### src/design/gpio_mux_pkg.sv
/*
 Constants and carrier types shared by the general purpose pin function mux.
 Assumes a single 50 MHz system clock and an active low power-on reset.
*/
package gpio_mux_pkg;

   localparam int PIN_COUNT = 7;
   localparam int SEL_WIDTH = 8;
   localparam int ERR_WIDTH = 32;

   // Function select codes, control group
   localparam logic [7:0] SEL_NONE = 8'h00;
   localparam logic [7:0] SEL_EXT_LOSS = 8'h10;
   localparam logic [7:0] SEL_ERR_CLEAR = 8'h20;
   localparam logic [7:0] SEL_STOP_A1 = 8'h44;
   localparam logic [7:0] SEL_STOP_A0 = 8'h45;
   localparam logic [7:0] SEL_STOP_B1 = 8'h46;
   localparam logic [7:0] SEL_STOP_B0 = 8'h47;
   localparam logic [7:0] SEL_OUT_EN0 = 8'h70;
   localparam logic [7:0] SEL_OUT_EN1 = 8'h72;

   // Function select codes, status group
   localparam logic [7:0] SEL_IRQ = 8'h80;
   localparam logic [7:0] SEL_NO_ACTIVITY = 8'h88;
   localparam logic [7:0] SEL_CYCLE_FAIL = 8'h89;
   localparam logic [7:0] SEL_FREQ_FAIL = 8'h8A;
   localparam logic [7:0] SEL_SOAK = 8'h8B;
   localparam logic [7:0] SEL_REF_FAIL = 8'h8C;
   localparam logic [7:0] SEL_NORMAL = 8'hA8;
   localparam logic [7:0] SEL_HOLDOVER = 8'hA9;
   localparam logic [7:0] SEL_OUT_OF_RANGE = 8'hAD;
   localparam logic [7:0] SEL_LOCK0 = 8'hAF;
   localparam logic [7:0] SEL_LOCK1 = 8'hB0;
   localparam logic [7:0] SEL_LOCK2 = 8'hB1;
   localparam logic [7:0] SEL_LOCK3 = 8'hB2;

   // Bit positions in the stop clock vector
   localparam int STOP_B0 = 0;
   localparam int STOP_B1 = 1;
   localparam int STOP_A0 = 2;
   localparam int STOP_A1 = 3;

   // Bit positions in the reference failure mask
   localparam int MASK_LOSS = 0;
   localparam int MASK_CYCLE = 1;
   localparam int MASK_FREQ = 2;
   localparam int MASK_SOAK = 3;

   // Strap pins and the two pulled enable pins
   localparam logic [6:0] STRAP_PINS = 7'h3B;
   localparam int PULL_DOWN_PIN = 2;
   localparam int PULL_UP_PIN = 6;
   localparam logic [6:0] PULL_DOWN_MAP = 7'h04;
   localparam logic [6:0] PULL_UP_MAP = 7'h40;

   // Timing
   localparam int CLK_HZ = 50000000;
   localparam int STRAP_HOLD_MS = 55;
   localparam int STRAP_HOLD_CYCLES = STRAP_HOLD_MS * (CLK_HZ / 1000);
   localparam int MS_TICK_CYCLES = CLK_HZ / 1000;
   localparam int LOCK0_THRESH_US = 36;
   localparam int LOCK1_THRESH_US = 1;
   localparam int LOCK2_THRESH_US = 10;
   localparam int LOCK3_THRESH_US = 10;
   localparam int LOCK0_WINDOW_S = 10;
   localparam int LOCK1_WINDOW_S = 1;
   localparam int LOCK2_WINDOW_S = 1;
   localparam int LOCK3_WINDOW_S = 10;
   localparam int LOCK0_THRESH_NS = LOCK0_THRESH_US * 1000;
   localparam int LOCK1_THRESH_NS = LOCK1_THRESH_US * 1000;
   localparam int LOCK2_THRESH_NS = LOCK2_THRESH_US * 1000;
   localparam int LOCK3_THRESH_NS = LOCK3_THRESH_US * 1000;
   localparam int LOCK0_WINDOW_MS = LOCK0_WINDOW_S * 1000;
   localparam int LOCK1_WINDOW_MS = LOCK1_WINDOW_S * 1000;
   localparam int LOCK2_WINDOW_MS = LOCK2_WINDOW_S * 1000;
   localparam int LOCK3_WINDOW_MS = LOCK3_WINDOW_S * 1000;
   localparam int WINDOW_WIDTH = 14;

   typedef enum logic [1:0] {
      DPLL_NORMAL = 2'b00,
      DPLL_HOLDOVER = 2'b01,
      DPLL_FREERUN = 2'b10
   } dpll_state_type;

   typedef enum logic [1:0] {
      STRAP_HOLD = 2'b00,
      STRAP_CAPTURE = 2'b01,
      STRAP_DONE = 2'b10
   } strap_state_type;

   typedef struct packed {
      logic irq;
      logic no_activity;
      logic cycle_fail;
      logic freq_fail;
      logic soak;
      logic out_of_range;
   } status_type;

   typedef struct packed {
      logic ext_loss;
      logic err_clear;
      logic [3:0] stop_clock;
      logic [1:0] out_enable;
   } control_type;

endpackage

### src/design/pin_sync.sv
/*
 Two-flop synchroniser for a vector of pin levels.
 Assumes inputs that may change at any time relative to core_clk.
*/
`timescale 1ns/1ps
module pin_sync #(
   parameter int WIDTH = 7
) (
   input wire logic core_clk,
   input wire logic nrst,
   input wire logic [WIDTH-1:0] pin_level,
   output logic [WIDTH-1:0] pin_synced
);

   logic [WIDTH-1:0] stage1;

   // First stage feeds only the second
   always_ff @(posedge core_clk or negedge nrst) begin
      if (!nrst) begin
         stage1 <= '0;
         pin_synced <= '0;
      end else begin
         stage1 <= pin_level;
         pin_synced <= stage1;
      end
   end

endmodule

### src/design/lock_monitor.sv
/*
 Lock qualifier: flags lock once the phase error has stayed under a
 threshold for a whole observation window counted in millisecond ticks.
 Assumes a one-cycle ms_tick enable and a registered phase error magnitude.
*/
`timescale 1ns/1ps
module lock_monitor #(
   parameter logic [31:0] THRESH_NS = 32'h000003E8,
   parameter logic [13:0] WINDOW_MS = 14'h03E8
) (
   input wire logic core_clk,
   input wire logic nrst,
   input wire logic ms_tick,
   input wire logic [31:0] phase_err_ns,
   output logic locked
);

   logic [13:0] quiet_ms;
   logic under;

   assign under = phase_err_ns < THRESH_NS;

   // Any excursion restarts the window and drops lock at once
   always_ff @(posedge core_clk or negedge nrst) begin
      if (!nrst) begin
         quiet_ms <= '0;
      end else if (!under) begin
         quiet_ms <= '0;
      end else if (ms_tick && quiet_ms != WINDOW_MS) begin
         quiet_ms <= quiet_ms + 14'h0001;
      end
   end

   always_ff @(posedge core_clk or negedge nrst) begin
      if (!nrst) begin
         locked <= 1'b0;
      end else begin
         locked <= under && quiet_ms == WINDOW_MS;
      end
   end

endmodule

### src/design/gpio_function_mux.sv
/*
 Per-pin function mux for the seven general purpose pins: control
 inputs OR-ed into internal bits, status signals driven out, straps
 caught after reset, and the four lock qualifiers.
 Assumes pin inputs arrive asynchronously and select values are held in
 registers elsewhere; monitors and the DPLL supply the status levels.
*/
`timescale 1ns/1ps

// Overview of operation
// - each pin has an 8-bit function select, bits 7 to 0.
// - select 0x00 leaves the pin an input with no effect.
// - select 0x10 makes the pin an external reference loss flag.
// - select 0x20 ORs the pin into the phase error clear enable.
// - selects 0x44 to 0x47 OR the pin into post divider stop bits.
// - selects 0x70 and 0x72 OR the pin into output enables 0 and 1.
// - select 0x80 drives the pin with the device interrupt.
// - interrupt flags status change; host then reads the service registers.
// - select 0x88 drives high if reference had no activity last second.
// - selects 0x89 and 0x8A drive single-cycle and coarse-frequency failures.
// - select 0x8B drives the guard soak timer indicator.
// - select 0x8C drives the OR of unmasked reference failure indicators.
// - select 0xA8 drives high while the DPLL is in normal state.
// - select 0xA9 drives high while the DPLL is in holdover.
// - select 0xAD drives high while DPLL is beyond pull-in range.
// - select 0xAF drives lock 0: error under 36 us for 10 s.
// - select 0xB0 drives lock 1: error under 1 us for 1 s.
// - select 0xB1 drives lock 2: error under 10 us for 1 s.
// - select 0xB2 drives lock 3: error under 10 us for 10 s.
// - pins 0,1,3,4,5 are straps held 55 ms after reset release.
// - until straps settle, pin 2 pulled down leaves clock 0 to its register bit; pin 6 pulled up enables clock 1.
module gpio_function_mux #(
   parameter int STRAP_HOLD_CYCLES = gpio_mux_pkg::STRAP_HOLD_CYCLES,
   parameter int MS_TICK_CYCLES = gpio_mux_pkg::MS_TICK_CYCLES
) (
   input wire logic core_clk,
   input wire logic nrst,
   input wire logic [gpio_mux_pkg::PIN_COUNT*gpio_mux_pkg::SEL_WIDTH-1:0] pin_select,
   input wire logic [gpio_mux_pkg::PIN_COUNT-1:0] pin_in,
   output logic [gpio_mux_pkg::PIN_COUNT-1:0] pin_out,
   output logic [gpio_mux_pkg::PIN_COUNT-1:0] pin_oe,
   output logic [gpio_mux_pkg::PIN_COUNT-1:0] pin_pull_up,
   output logic [gpio_mux_pkg::PIN_COUNT-1:0] pin_pull_down,
   input wire gpio_mux_pkg::control_type control_reg,
   input wire gpio_mux_pkg::status_type status,
   input wire logic [3:0] ref_fail_mask,
   input wire gpio_mux_pkg::dpll_state_type dpll_state,
   input wire logic [gpio_mux_pkg::ERR_WIDTH-1:0] phase_err_ns,
   output gpio_mux_pkg::control_type control_eff,
   output logic loss_of_signal_flag,
   output logic ref_fail,
   output logic [3:0] lock_ind,
   output logic [gpio_mux_pkg::PIN_COUNT-1:0] strap_value,
   output logic strap_done
);

   localparam logic [21:0] STRAP_LAST = 22'(STRAP_HOLD_CYCLES - 1);
   localparam logic [15:0] TICK_LAST = 16'(MS_TICK_CYCLES - 1);

   logic [gpio_mux_pkg::PIN_COUNT-1:0] pin_synced;
   logic [21:0] strap_count;
   gpio_mux_pkg::strap_state_type strap_state;
   logic [15:0] tick_count;
   logic ms_tick;
   gpio_mux_pkg::control_type next_control;
   logic next_loss;
   logic next_ref_fail;
   logic [gpio_mux_pkg::PIN_COUNT-1:0] next_out;
   logic [gpio_mux_pkg::PIN_COUNT-1:0] next_oe;

   // Status select decode; unknown codes fall back to an undriven input
   function automatic logic [1:0] status_drive(
      input logic [7:0] sel,
      input gpio_mux_pkg::status_type st,
      input gpio_mux_pkg::dpll_state_type ds,
      input logic fail,
      input logic [3:0] lock
   );
      logic [1:0] r;
      r = 2'b00;
      case (sel)
         gpio_mux_pkg::SEL_IRQ: r = {1'b1, st.irq};
         gpio_mux_pkg::SEL_NO_ACTIVITY: r = {1'b1, st.no_activity};
         gpio_mux_pkg::SEL_CYCLE_FAIL: r = {1'b1, st.cycle_fail};
         gpio_mux_pkg::SEL_FREQ_FAIL: r = {1'b1, st.freq_fail};
         gpio_mux_pkg::SEL_SOAK: r = {1'b1, st.soak};
         gpio_mux_pkg::SEL_REF_FAIL: r = {1'b1, fail};
         gpio_mux_pkg::SEL_NORMAL: r = {1'b1, ds == gpio_mux_pkg::DPLL_NORMAL};
         gpio_mux_pkg::SEL_HOLDOVER: r = {1'b1, ds == gpio_mux_pkg::DPLL_HOLDOVER};
         gpio_mux_pkg::SEL_OUT_OF_RANGE: r = {1'b1, st.out_of_range};
         gpio_mux_pkg::SEL_LOCK0: r = {1'b1, lock[0]};
         gpio_mux_pkg::SEL_LOCK1: r = {1'b1, lock[1]};
         gpio_mux_pkg::SEL_LOCK2: r = {1'b1, lock[2]};
         gpio_mux_pkg::SEL_LOCK3: r = {1'b1, lock[3]};
         default: r = 2'b00;
      endcase
      return r;
   endfunction

   pin_sync #(
      .WIDTH(gpio_mux_pkg::PIN_COUNT)
   ) u_sync (
      .core_clk(core_clk),
      .nrst(nrst),
      .pin_level(pin_in),
      .pin_synced(pin_synced)
   );

   // Millisecond enable for the lock windows
   always_ff @(posedge core_clk or negedge nrst) begin
      if (!nrst) begin
         tick_count <= '0;
         ms_tick <= 1'b0;
      end else if (tick_count == TICK_LAST) begin
         tick_count <= '0;
         ms_tick <= 1'b1;
      end else begin
         tick_count <= tick_count + 16'h0001;
         ms_tick <= 1'b0;
      end
   end

   lock_monitor #(
      .THRESH_NS(32'(gpio_mux_pkg::LOCK0_THRESH_NS)),
      .WINDOW_MS(14'(gpio_mux_pkg::LOCK0_WINDOW_MS))
   ) u_lock0 (
      .core_clk(core_clk),
      .nrst(nrst),
      .ms_tick(ms_tick),
      .phase_err_ns(phase_err_ns),
      .locked(lock_ind[0])
   );

   lock_monitor #(
      .THRESH_NS(32'(gpio_mux_pkg::LOCK1_THRESH_NS)),
      .WINDOW_MS(14'(gpio_mux_pkg::LOCK1_WINDOW_MS))
   ) u_lock1 (
      .core_clk(core_clk),
      .nrst(nrst),
      .ms_tick(ms_tick),
      .phase_err_ns(phase_err_ns),
      .locked(lock_ind[1])
   );

   lock_monitor #(
      .THRESH_NS(32'(gpio_mux_pkg::LOCK2_THRESH_NS)),
      .WINDOW_MS(14'(gpio_mux_pkg::LOCK2_WINDOW_MS))
   ) u_lock2 (
      .core_clk(core_clk),
      .nrst(nrst),
      .ms_tick(ms_tick),
      .phase_err_ns(phase_err_ns),
      .locked(lock_ind[2])
   );

   lock_monitor #(
      .THRESH_NS(32'(gpio_mux_pkg::LOCK3_THRESH_NS)),
      .WINDOW_MS(14'(gpio_mux_pkg::LOCK3_WINDOW_MS))
   ) u_lock3 (
      .core_clk(core_clk),
      .nrst(nrst),
      .ms_tick(ms_tick),
      .phase_err_ns(phase_err_ns),
      .locked(lock_ind[3])
   );

   // Fixed pad pulls on the two enable pins
   assign pin_pull_up = gpio_mux_pkg::PULL_UP_MAP;
   assign pin_pull_down = gpio_mux_pkg::PULL_DOWN_MAP;

   // Strap hold: pins stay inputs until the hold time has run out
   always_ff @(posedge core_clk or negedge nrst) begin
      if (!nrst) begin
         strap_state <= gpio_mux_pkg::STRAP_HOLD;
         strap_count <= '0;
      end else begin
         case (strap_state)
            gpio_mux_pkg::STRAP_HOLD: begin
               if (strap_count == STRAP_LAST) begin
                  strap_state <= gpio_mux_pkg::STRAP_CAPTURE;
               end else begin
                  strap_count <= strap_count + 22'h000001;
               end
            end
            gpio_mux_pkg::STRAP_CAPTURE: begin
               strap_state <= gpio_mux_pkg::STRAP_DONE;
            end
            default: begin
               strap_state <= gpio_mux_pkg::STRAP_DONE;
            end
         endcase
      end
   end

   // Straps caught from the synchronised levels, never at reset itself
   always_ff @(posedge core_clk or negedge nrst) begin
      if (!nrst) begin
         strap_value <= '0;
      end else if (strap_state == gpio_mux_pkg::STRAP_CAPTURE) begin
         strap_value <= pin_synced & gpio_mux_pkg::STRAP_PINS;
      end
   end

   assign strap_done = strap_state == gpio_mux_pkg::STRAP_DONE;

   // Control path: synchronised pin levels OR-ed into register bits
   always_comb begin
      next_control = control_reg;
      next_loss = 1'b0;
      for (int i = 0; i < gpio_mux_pkg::PIN_COUNT; i++) begin
         if (strap_done) begin
            case (pin_select[i*8 +: 8])
               gpio_mux_pkg::SEL_EXT_LOSS: next_loss = next_loss | pin_synced[i];
               gpio_mux_pkg::SEL_ERR_CLEAR: begin
                  next_control.err_clear = next_control.err_clear | pin_synced[i];
               end
               gpio_mux_pkg::SEL_STOP_A1: begin
                  next_control.stop_clock[gpio_mux_pkg::STOP_A1] =
                     next_control.stop_clock[gpio_mux_pkg::STOP_A1] | pin_synced[i];
               end
               gpio_mux_pkg::SEL_STOP_A0: begin
                  next_control.stop_clock[gpio_mux_pkg::STOP_A0] =
                     next_control.stop_clock[gpio_mux_pkg::STOP_A0] | pin_synced[i];
               end
               gpio_mux_pkg::SEL_STOP_B1: begin
                  next_control.stop_clock[gpio_mux_pkg::STOP_B1] =
                     next_control.stop_clock[gpio_mux_pkg::STOP_B1] | pin_synced[i];
               end
               gpio_mux_pkg::SEL_STOP_B0: begin
                  next_control.stop_clock[gpio_mux_pkg::STOP_B0] =
                     next_control.stop_clock[gpio_mux_pkg::STOP_B0] | pin_synced[i];
               end
               gpio_mux_pkg::SEL_OUT_EN0: begin
                  next_control.out_enable[0] = next_control.out_enable[0] | pin_synced[i];
               end
               gpio_mux_pkg::SEL_OUT_EN1: begin
                  next_control.out_enable[1] = next_control.out_enable[1] | pin_synced[i];
               end
               default: begin
               end
            endcase
         end
      end
      // Before straps settle, only the pulled pins are OR-ed into the register bits of the two enables
      if (!strap_done) begin
         next_control.out_enable[0] = control_reg.out_enable[0] |
            pin_synced[gpio_mux_pkg::PULL_DOWN_PIN];
         next_control.out_enable[1] = control_reg.out_enable[1] |
            pin_synced[gpio_mux_pkg::PULL_UP_PIN];
      end
      next_control.ext_loss = control_reg.ext_loss | next_loss;
   end

   assign next_ref_fail =
      (next_control.ext_loss & ref_fail_mask[gpio_mux_pkg::MASK_LOSS]) |
      (status.cycle_fail & ref_fail_mask[gpio_mux_pkg::MASK_CYCLE]) |
      (status.freq_fail & ref_fail_mask[gpio_mux_pkg::MASK_FREQ]) |
      (status.soak & ref_fail_mask[gpio_mux_pkg::MASK_SOAK]);

   always_ff @(posedge core_clk or negedge nrst) begin
      if (!nrst) begin
         control_eff <= '0;
         loss_of_signal_flag <= 1'b0;
         ref_fail <= 1'b0;
      end else begin
         control_eff <= next_control;
         loss_of_signal_flag <= next_control.ext_loss;
         ref_fail <= next_ref_fail;
      end
   end

   // Status path: one select byte per pin picks the driven level
   always_comb begin
      logic [1:0] drive;
      drive = 2'b00;
      next_out = '0;
      next_oe = '0;
      for (int i = 0; i < gpio_mux_pkg::PIN_COUNT; i++) begin
         drive = status_drive(pin_select[i*8 +: 8], status, dpll_state, ref_fail,
            lock_ind);
         // No pin may drive while a strap could still be sampled
         next_oe[i] = drive[1] & strap_done;
         next_out[i] = drive[0] & strap_done;
      end
   end

   always_ff @(posedge core_clk or negedge nrst) begin
      if (!nrst) begin
         pin_out <= '0;
         pin_oe <= '0;
      end else begin
         pin_out <= next_out;
         pin_oe <= next_oe;
      end
   end

endmodule

### config.mk
export PLATFORM = sky130hd
export DESIGN_NAME = gpio_function_mux
export DESIGN_NICKNAME = d
export VERILOG_FILES = /design/src/design/gpio_mux_pkg.sv /design/src/design/pin_sync.sv /design/src/design/lock_monitor.sv /design/src/design/gpio_function_mux.sv
export SDC_FILE = /design/constraint.sdc
export NUM_CORES = 1
export LEC_CHECK = 0
export BUFFER_PORTS_ARGS = -buffer_cell sky130_fd_sc_hd__buf_2
export CAP_MARGIN = 10
export CORE_UTILIZATION = 27
export CTS_CLUSTER_DIAMETER = 60
export CTS_CLUSTER_SIZE = 24
export DETAILED_ROUTE_END_ITERATION = 10
export GPL_ROUTABILITY_DRIVEN = 0
export SLEW_MARGIN = 25
export SYNTH_ARGS = -nofsm -noshare
export SYNTH_HDL_FRONTEND = slang
export SYNTH_SLANG_ARGS = --single-unit
### constraint.sdc
create_clock -name core_clk -period 4.3 [get_ports core_clk]
set_input_delay 0.43 -clock core_clk [delete_from_list [all_inputs] [get_ports core_clk]]
set_output_delay 0.43 -clock core_clk [all_outputs]
set_load 0.01 [all_outputs]
==> flow_metrics.tcl, run 1 <==
set metrics [dict create \
    status "finished, final reports clean" \
    synth_edf_count 0 \
    num_rows 66 \
    synth_top_cell_area_share_pct 39.8 \
    routed_wl_um 25500 \
    htreeDepth 4 \
    cts.path.max_buffers 2 \
    ant_nets 0 \
    portBuffers 147 \
    clock_skew_ps 12.0 \
    hold_path_class "in2async" \
    grt_setup_unrepaired "false" \
    synth_common_cells "dfrtp_1 (143), nor2_1 (114), nand2_1 (74)" \
    root_buffer "clkbuf_16" \
    synth_cell_types 78 \
    yosysTopAreaCell "dfrtp_1" \
    final_net_count 1254 \
    synth_seq_cells 143 \
    ff2ff_path_depth 5 \
    hold_viol 0 \
    synth_area_leaders "dfrtp_1 (40%), xor2_1 (4.8%), nor2_1 (4.8%), xnor2_1 (3.7%), nand4_1 (3.3%)" \
    syn_area_per_cell_sq_um 8.87 \
    critPathKind "reg2reg" \
    grt_pass1_vias 7672 \
    antenna_found_initial 2 \
    cts_hold_buf 0 \
    worst_setup_path_end_kind "register" \
    fmax_mhz 389 \
    fin_crit_ps 2570 \
    ys_seq_area_share_pct 39.8 \
    p_clk_share_pct 47.5 \
    clock-sinks 143 \
    power.density_mw_per_mm2 296 \
    wire_per_inst_um 16.1 \
    post-route-drc-count 0 \
    drive_gt1_share_pct 18.5 \
    initial_core_util_pct 27.5 \
    finalNonFillerCells 1583 \
    comb_power_share_pct 9.0 \
    max-cap-violations 0 \
    die_h_um 185 \
    r2r-start "strap_count[18]" \
    die_area_sq_mm 0.0341 \
    internal_power_mw 2.25 \
    grt_max_degree 92 \
    grt_usage_pct 15.2 \
    cts_tree "yes" \
    start_kind "register" \
    firstDrtPassIters 5 \
    worstPathMaxFanout 14 \
    setup_tns_ps 0 \
    finalSetupViolCount 0 \
    crit_arrival_ps 2860 \
    insertion_delay_ps 430 \
    cp.required_ps 4590 \
    ios 167 \
    yosys_warnings 0 \
    syn2layout_area_growth_pct 18.2 \
    place_inst 1550 \
    vias_per_cell 5.13 \
    numCtsBuffers 17 \
    tightest_slew_ps 889 \
    synth_cells 1014 \
    cts_setup_buffers 0 \
    via_count 8115 \
    fillCellCount 3462 \
    die_x_um 185 \
    grt-ovfl-total 0 \
    grt_first_pass_wirelength_um 40500 \
    leakage_nw 4.39 \
    core_area_sq_mm 0.0327 \
    pwr-share-seq_pct 43.4 \
    place_hpwl_um 18700 \
    syn_area_sq_mm 0.00900 \
    drv_slew 0 \
    post_cts_resized 0 \
    async_flop_share_pct 100 \
    crit_start "strap_count[18]" \
    maxSlewHeadroom_pct 40.3 \
    netSwitchingFraction_pct 28.4 \
    vdd_drop_max_mv 0.259 \
    clk_pin_slew_worst_paths_ps 70 \
    power.switching_mw 0.894 \
    ys.flop_type "dfrtp_1" \
    drt_iter0_drc 544 \
    yosysMostFrequentCell "dfrtp_1" \
    finalCritPeriodShare_pct 59.7 \
]
path summary, 6_finish.rpt:
path                            slack (ps)                    to
worst max-delay path                  1730       strap_count[21]
worst min-delay path                    70      u_sync.stage1[3]
worst max register to register        1730       strap_count[21]
worst min register to register         350  u_sync.pin_synced[0]
max in group asynchronous             3310  u_lock1.quiet_ms[11]
min in group core_clk                  110      u_sync.stage1[6]
registers in the layout (all words and copies together) (netlist names), 2 cells and up:
register,cells
u_lock0.quiet_ms,14
u_lock2.quiet_ms,14
strap_state,2
u_lock3.quiet_ms,14
control_eff,7
u_lock1.quiet_ms,14
strap_value,5
u_sync.stage1,7
strap_count,22
pin_oe,7
u_sync.pin_synced,7
tick_count,16
pin_out,7
critical path, stage by stage (launching register included):
cell	delay [ps]
dfrtp_1	400
or4_1	520
or4_4	580
o31ai_4	600
nor4_1	160
xor2_1	170
cell families after synthesis:
family,after synthesis,share of synthesized area (%)
buffers and inverters,103,5.27
other,2,0.0835
and+or+nand+nor,504,30.6
AOI/OAI and AO/OA,136,10.9
DFF,143,39.8
xor gates and xnor gates,87,8.47
muxes,29,3.56
adders and majority gates,10,1.39
routing by layer:
layer | GRT usage [%] | wire length, um
met1 | 19.9 | 11600
met2 | 24.7 | 11800
met3 | 2.51 | 1350
met4 | 5.87 | 705
met5 | 0 | 13
layout by cell type, fill, tap and decap left out, types with 5 or more instances in the layout:
cell type | netlist | final
nor2b_1 | 19 | 19
dfrtp_1 | 143 | 143
buf_4 | 21 | 5
xnor2_1 | 38 | 38
buf_2 | 0 | 146
o21ai_0 | 24 | 24
nor3_1 | 32 | 32
a31oi_1 | 11 | 11
o311ai_0 | 7 | 7
o22ai_1 | 5 | 5
mux2_2 | 14 | 14
nor3b_1 | 17 | 17
mux2i_1 | 14 | 14
xor2_1 | 49 | 49
and3_1 | 21 | 21
inv_8 | 0 | 5
nand2b_1 | 18 | 18
a21oi_1 | 22 | 22
nand4_1 | 48 | 48
nor4_1 | 26 | 26
ha_1 | 10 | 10
nand3b_1 | 11 | 11
nor4b_1 | 18 | 18
nand3_1 | 57 | 57
nand4b_1 | 9 | 9
a22o_1 | 5 | 5
clkbuf_16 | 0 | 17
nor2_1 | 114 | 114
inv_1 | 31 | 31
and2_1 | 6 | 6
o32ai_1 | 6 | 6
nand2_1 | 74 | 73
clkinv_8 | 0 | 5
or3_1 | 9 | 9
conb_1 | 2 | 16
nor4bb_1 | 5 | 5
power by group through the flow:
stage	logic, mW	clock network [mW]	registers, mW
2_1_floorplan	0.151	0	1.39
3_3_place_gp	0.278	0	1.39
3_5_place_dp	0.281	0	1.39
4_1_cts	0.283	1.54	1.36
5_1_grt	0.314	1.59	1.37
6_report	0.284	1.49	1.36
cell type report:
type | count | area (sq um) | area share, %
Antenna cell | 1 | 2.50 | 0.0235
Clock buffer | 17 | 425 | 4.00
Clock inverter | 15 | 181 | 1.71
Inverter | 31 | 116 | 1.09
Multi-Input combinational cell | 782 | 5000 | 47.0
Sequential cell | 143 | 3580 | 33.6
Tap cell | 442 | 553 | 5.20
Timing Repair Buffer | 152 | 779 | 7.33
per-stage QoR:
step | worst slack, ps | hold WS [ps] | utilization, % | power [mW] | instance area [sq um]
5_1_grt | 1620 | 85.7 | 32.5 | 3.27 | 10600
3_3_place_gp | 1780 | 335 | 30.7 | 1.67 | 10000
4_1_cts | 1740 | 86.6 | 32.5 | 3.19 | 10600
2_1_floorplan | 2070 | 134 | - | 1.54 | 9050
3_5_place_dp | 1730 | 335 | 30.7 | 1.67 | 10000
6_report | 1730 | 70.1 | 32.5 | 3.14 | 10600
(Power assumes the default switching activity.)
==> run 2: changes to the inputs <==
==> constraint.sdc (replaced) <==
create_clock -name core_clk -period 2.4 [get_ports core_clk]
set_input_delay 0.24 -clock core_clk [delete_from_list [all_inputs] [get_ports core_clk]]
set_output_delay 0.24 -clock core_clk [all_outputs]
set_load 0.01 [all_outputs]
==> run 2 against run 1 <==
  * Sequential power up 79%
  * Critical path depth up 1
  * Highest routed layer is now met4
  * Cell count up 1.5%
  * Clock power up 72%
  * Total power up 77%
==> flow_metrics.tcl, run 2 (synthesis gave the netlist of run 1 again) <==
set metrics [dict create \
    initial_core_util_pct 27.5 \
    critPathKind "reg2reg" \
    slowest_stage "or4_4" \
    insertion_delay_ps 430 \
    setup_ws_ps 96.1 \
    cts_setup_buffers 0 \
    worst_setup_path_end_kind "register" \
    post-route-util_pct 33.2 \
    fmax_mhz 434 \
    path_delay_family "simple AND/OR/NAND/NOR gates" \
    htreeDepth 4 \
    cts.path.max_buffers 2 \
    drive_gt1_share_pct 19.4 \
    post-route-drc-count 0 \
    status "finished, final reports clean" \
    portBuffers 147 \
    syn2layout_area_growth_pct 20.7 \
    drv_slew 0 \
    met1_usage_pct 20.2 \
    fillCellCount 3422 \
    gr-max-usage-layer "met2" \
    grt_first_pass_wirelength_um 40900 \
    cp.required_ps 2690 \
    start_kind "register" \
    antenna_found_initial 1 \
    crit_arrival_ps 2600 \
    numCtsBuffers 17 \
    hold_viol 0 \
    clock_skew_ps 11.5 \
    firstDrtPassIters 6 \
    max_stage_delay_ps 580 \
    dp_slack_ps 98.3 \
    root_buffer "clkbuf_16" \
    place_hpwl_um 18900 \
    path_buf_inv 1 \
    regArea_sq_mm 0.00358 \
    core_area_sq_mm 0.0327 \
    cts_tree "yes" \
    grt-ovfl-total 0 \
    power.total_mw 5.55 \
    leakage_nw 4.50 \
    worstPathMaxFanout 14 \
    setup_tns_ps 0 \
    maxSlewHeadroom_pct 55.1 \
    max-cap-violations 0 \
    top_register "strap_count" \
    die_h_um 185 \
    multi_input_area_sq_mm 0.00501 \
    finalCritPeriodShare_pct 96.0 \
    dpl_cell_area_sq_mm 0.0102 \
    stdcell_area_sq_mm 0.0109 \
    grt_use_met2_pct 25.4 \
    layout_commonest_cell "buf_2" \
    clock-sinks 143 \
    grt_pass1_vias 7595 \
    routed_wl_um 25700 \
    grt_setup_unrepaired "false" \
    drt_iter0_drc 631 \
    ios 167 \
    reg_top3 "strap_count (22), tick_count (16)" \
    power.density_mw_per_mm2 511 \
    via_count 8077 \
    layout_common_cells "buf_2 (146), dfrtp_1 (143), nor2_1 (114)" \
    grt_usage_pct 15.4 \
    finalSetupViolCount 0 \
    fin_crit_ps 2300 \
    vias_per_cell 5.03 \
    clk_pin_slew_worst_paths_ps 70 \
    whs_ps 22.7 \
    vdd_drop_max_mv 0.527 \
    place_inst 1565 \
    num_rows 66 \
    largest_reg_flops 22 \
    wire_per_inst_um 16.0 \
    final_net_count 1278 \
    hold_path_class "in2reg" \
    die_x_um 185 \
    grt_max_degree 61 \
    finalNonFillerCells 1607 \
    tightest_slew_ps 665 \
    ant_nets 0 \
    use_met3_pct 2.75 \
    die_area_sq_mm 0.0341 \
    worstPathCellList "or4_1, or4_4, o31ai_4, buf_12, nor4_1, xor2_1" \
]
==> run 2: changes by cell type in the layout (fill, tap and decap cells not counted), moves of 2 or more <==
cell           delta
buf_4            +11
dlygate4sd3_1     +9
clkinv_8          -5
buf_12            +4
clkbuf_8          +2
clkinvlp_4        +2
==> run 2: metal layers <==
layer  share of wire (%)  up-vias
li1                    -     3937
met1                  45     3791
met2                  47      307
met3                 6.1       42
met4                 2.3        0
met5                   0        -
==> run 2: worst paths after layout <==
check | cells after the start | slack [ps] | end | start
setup / recovery | 6 | 100 | strap_count[18] | strap_count[18]
hold / removal | 3 | 20 | control_eff[1] | control_reg[1]
setup reg to reg | 6 | 100 | strap_count[18] | strap_count[18]
hold reg to reg | 0 | 350 | u_sync.pin_synced[2] | u_sync.stage1[2]
max in group asynchronous | 3 | 1420 | u_lock2.quiet_ms[3] | nrst
min in group asynchronous | 2 | 380 | strap_state[0] | nrst
==> run 2: final cells by class <==
| class | instances | area share [%] |
|---|---|---|
| inverter | 31 | 1.07 |
| timing repair buffer | 176 | 9.51 |
| tap | 442 | 5.09 |
| clock inverter | 13 | 1.08 |
| clock buffer | 19 | 4.17 |
| antenna | 1 | 0.0230 |
| multi-input combinational | 782 | 46.1 |
| sequential | 143 | 33.0 |
==> run 2: timing repair <==
action | in CTS | in global routing
hold buffers | 9 | 0
gates resized for setup | 0 | 1
endpoints found under the setup margin | 0 | 4
hold endpoints to repair | 65 | 0
==> run 2: worst min-delay path, delay by kind of cell <==
family | cells | cell delay (ps)
buf+inv | 1 | 90
compound gates | 2 | 90
==> run 2: power by group <==
group / total (mW) / switching (mW) / internal, mW / leakage, nW
clock network: 2.57 / 1.15 / 1.42 / 0.279
logic: 0.538 / 0.331 / 0.206 / 2.30
registers: 2.44 / 0.0127 / 2.43 / 1.92
total: 5.55 / 1.49 / 4.06 / 4.50
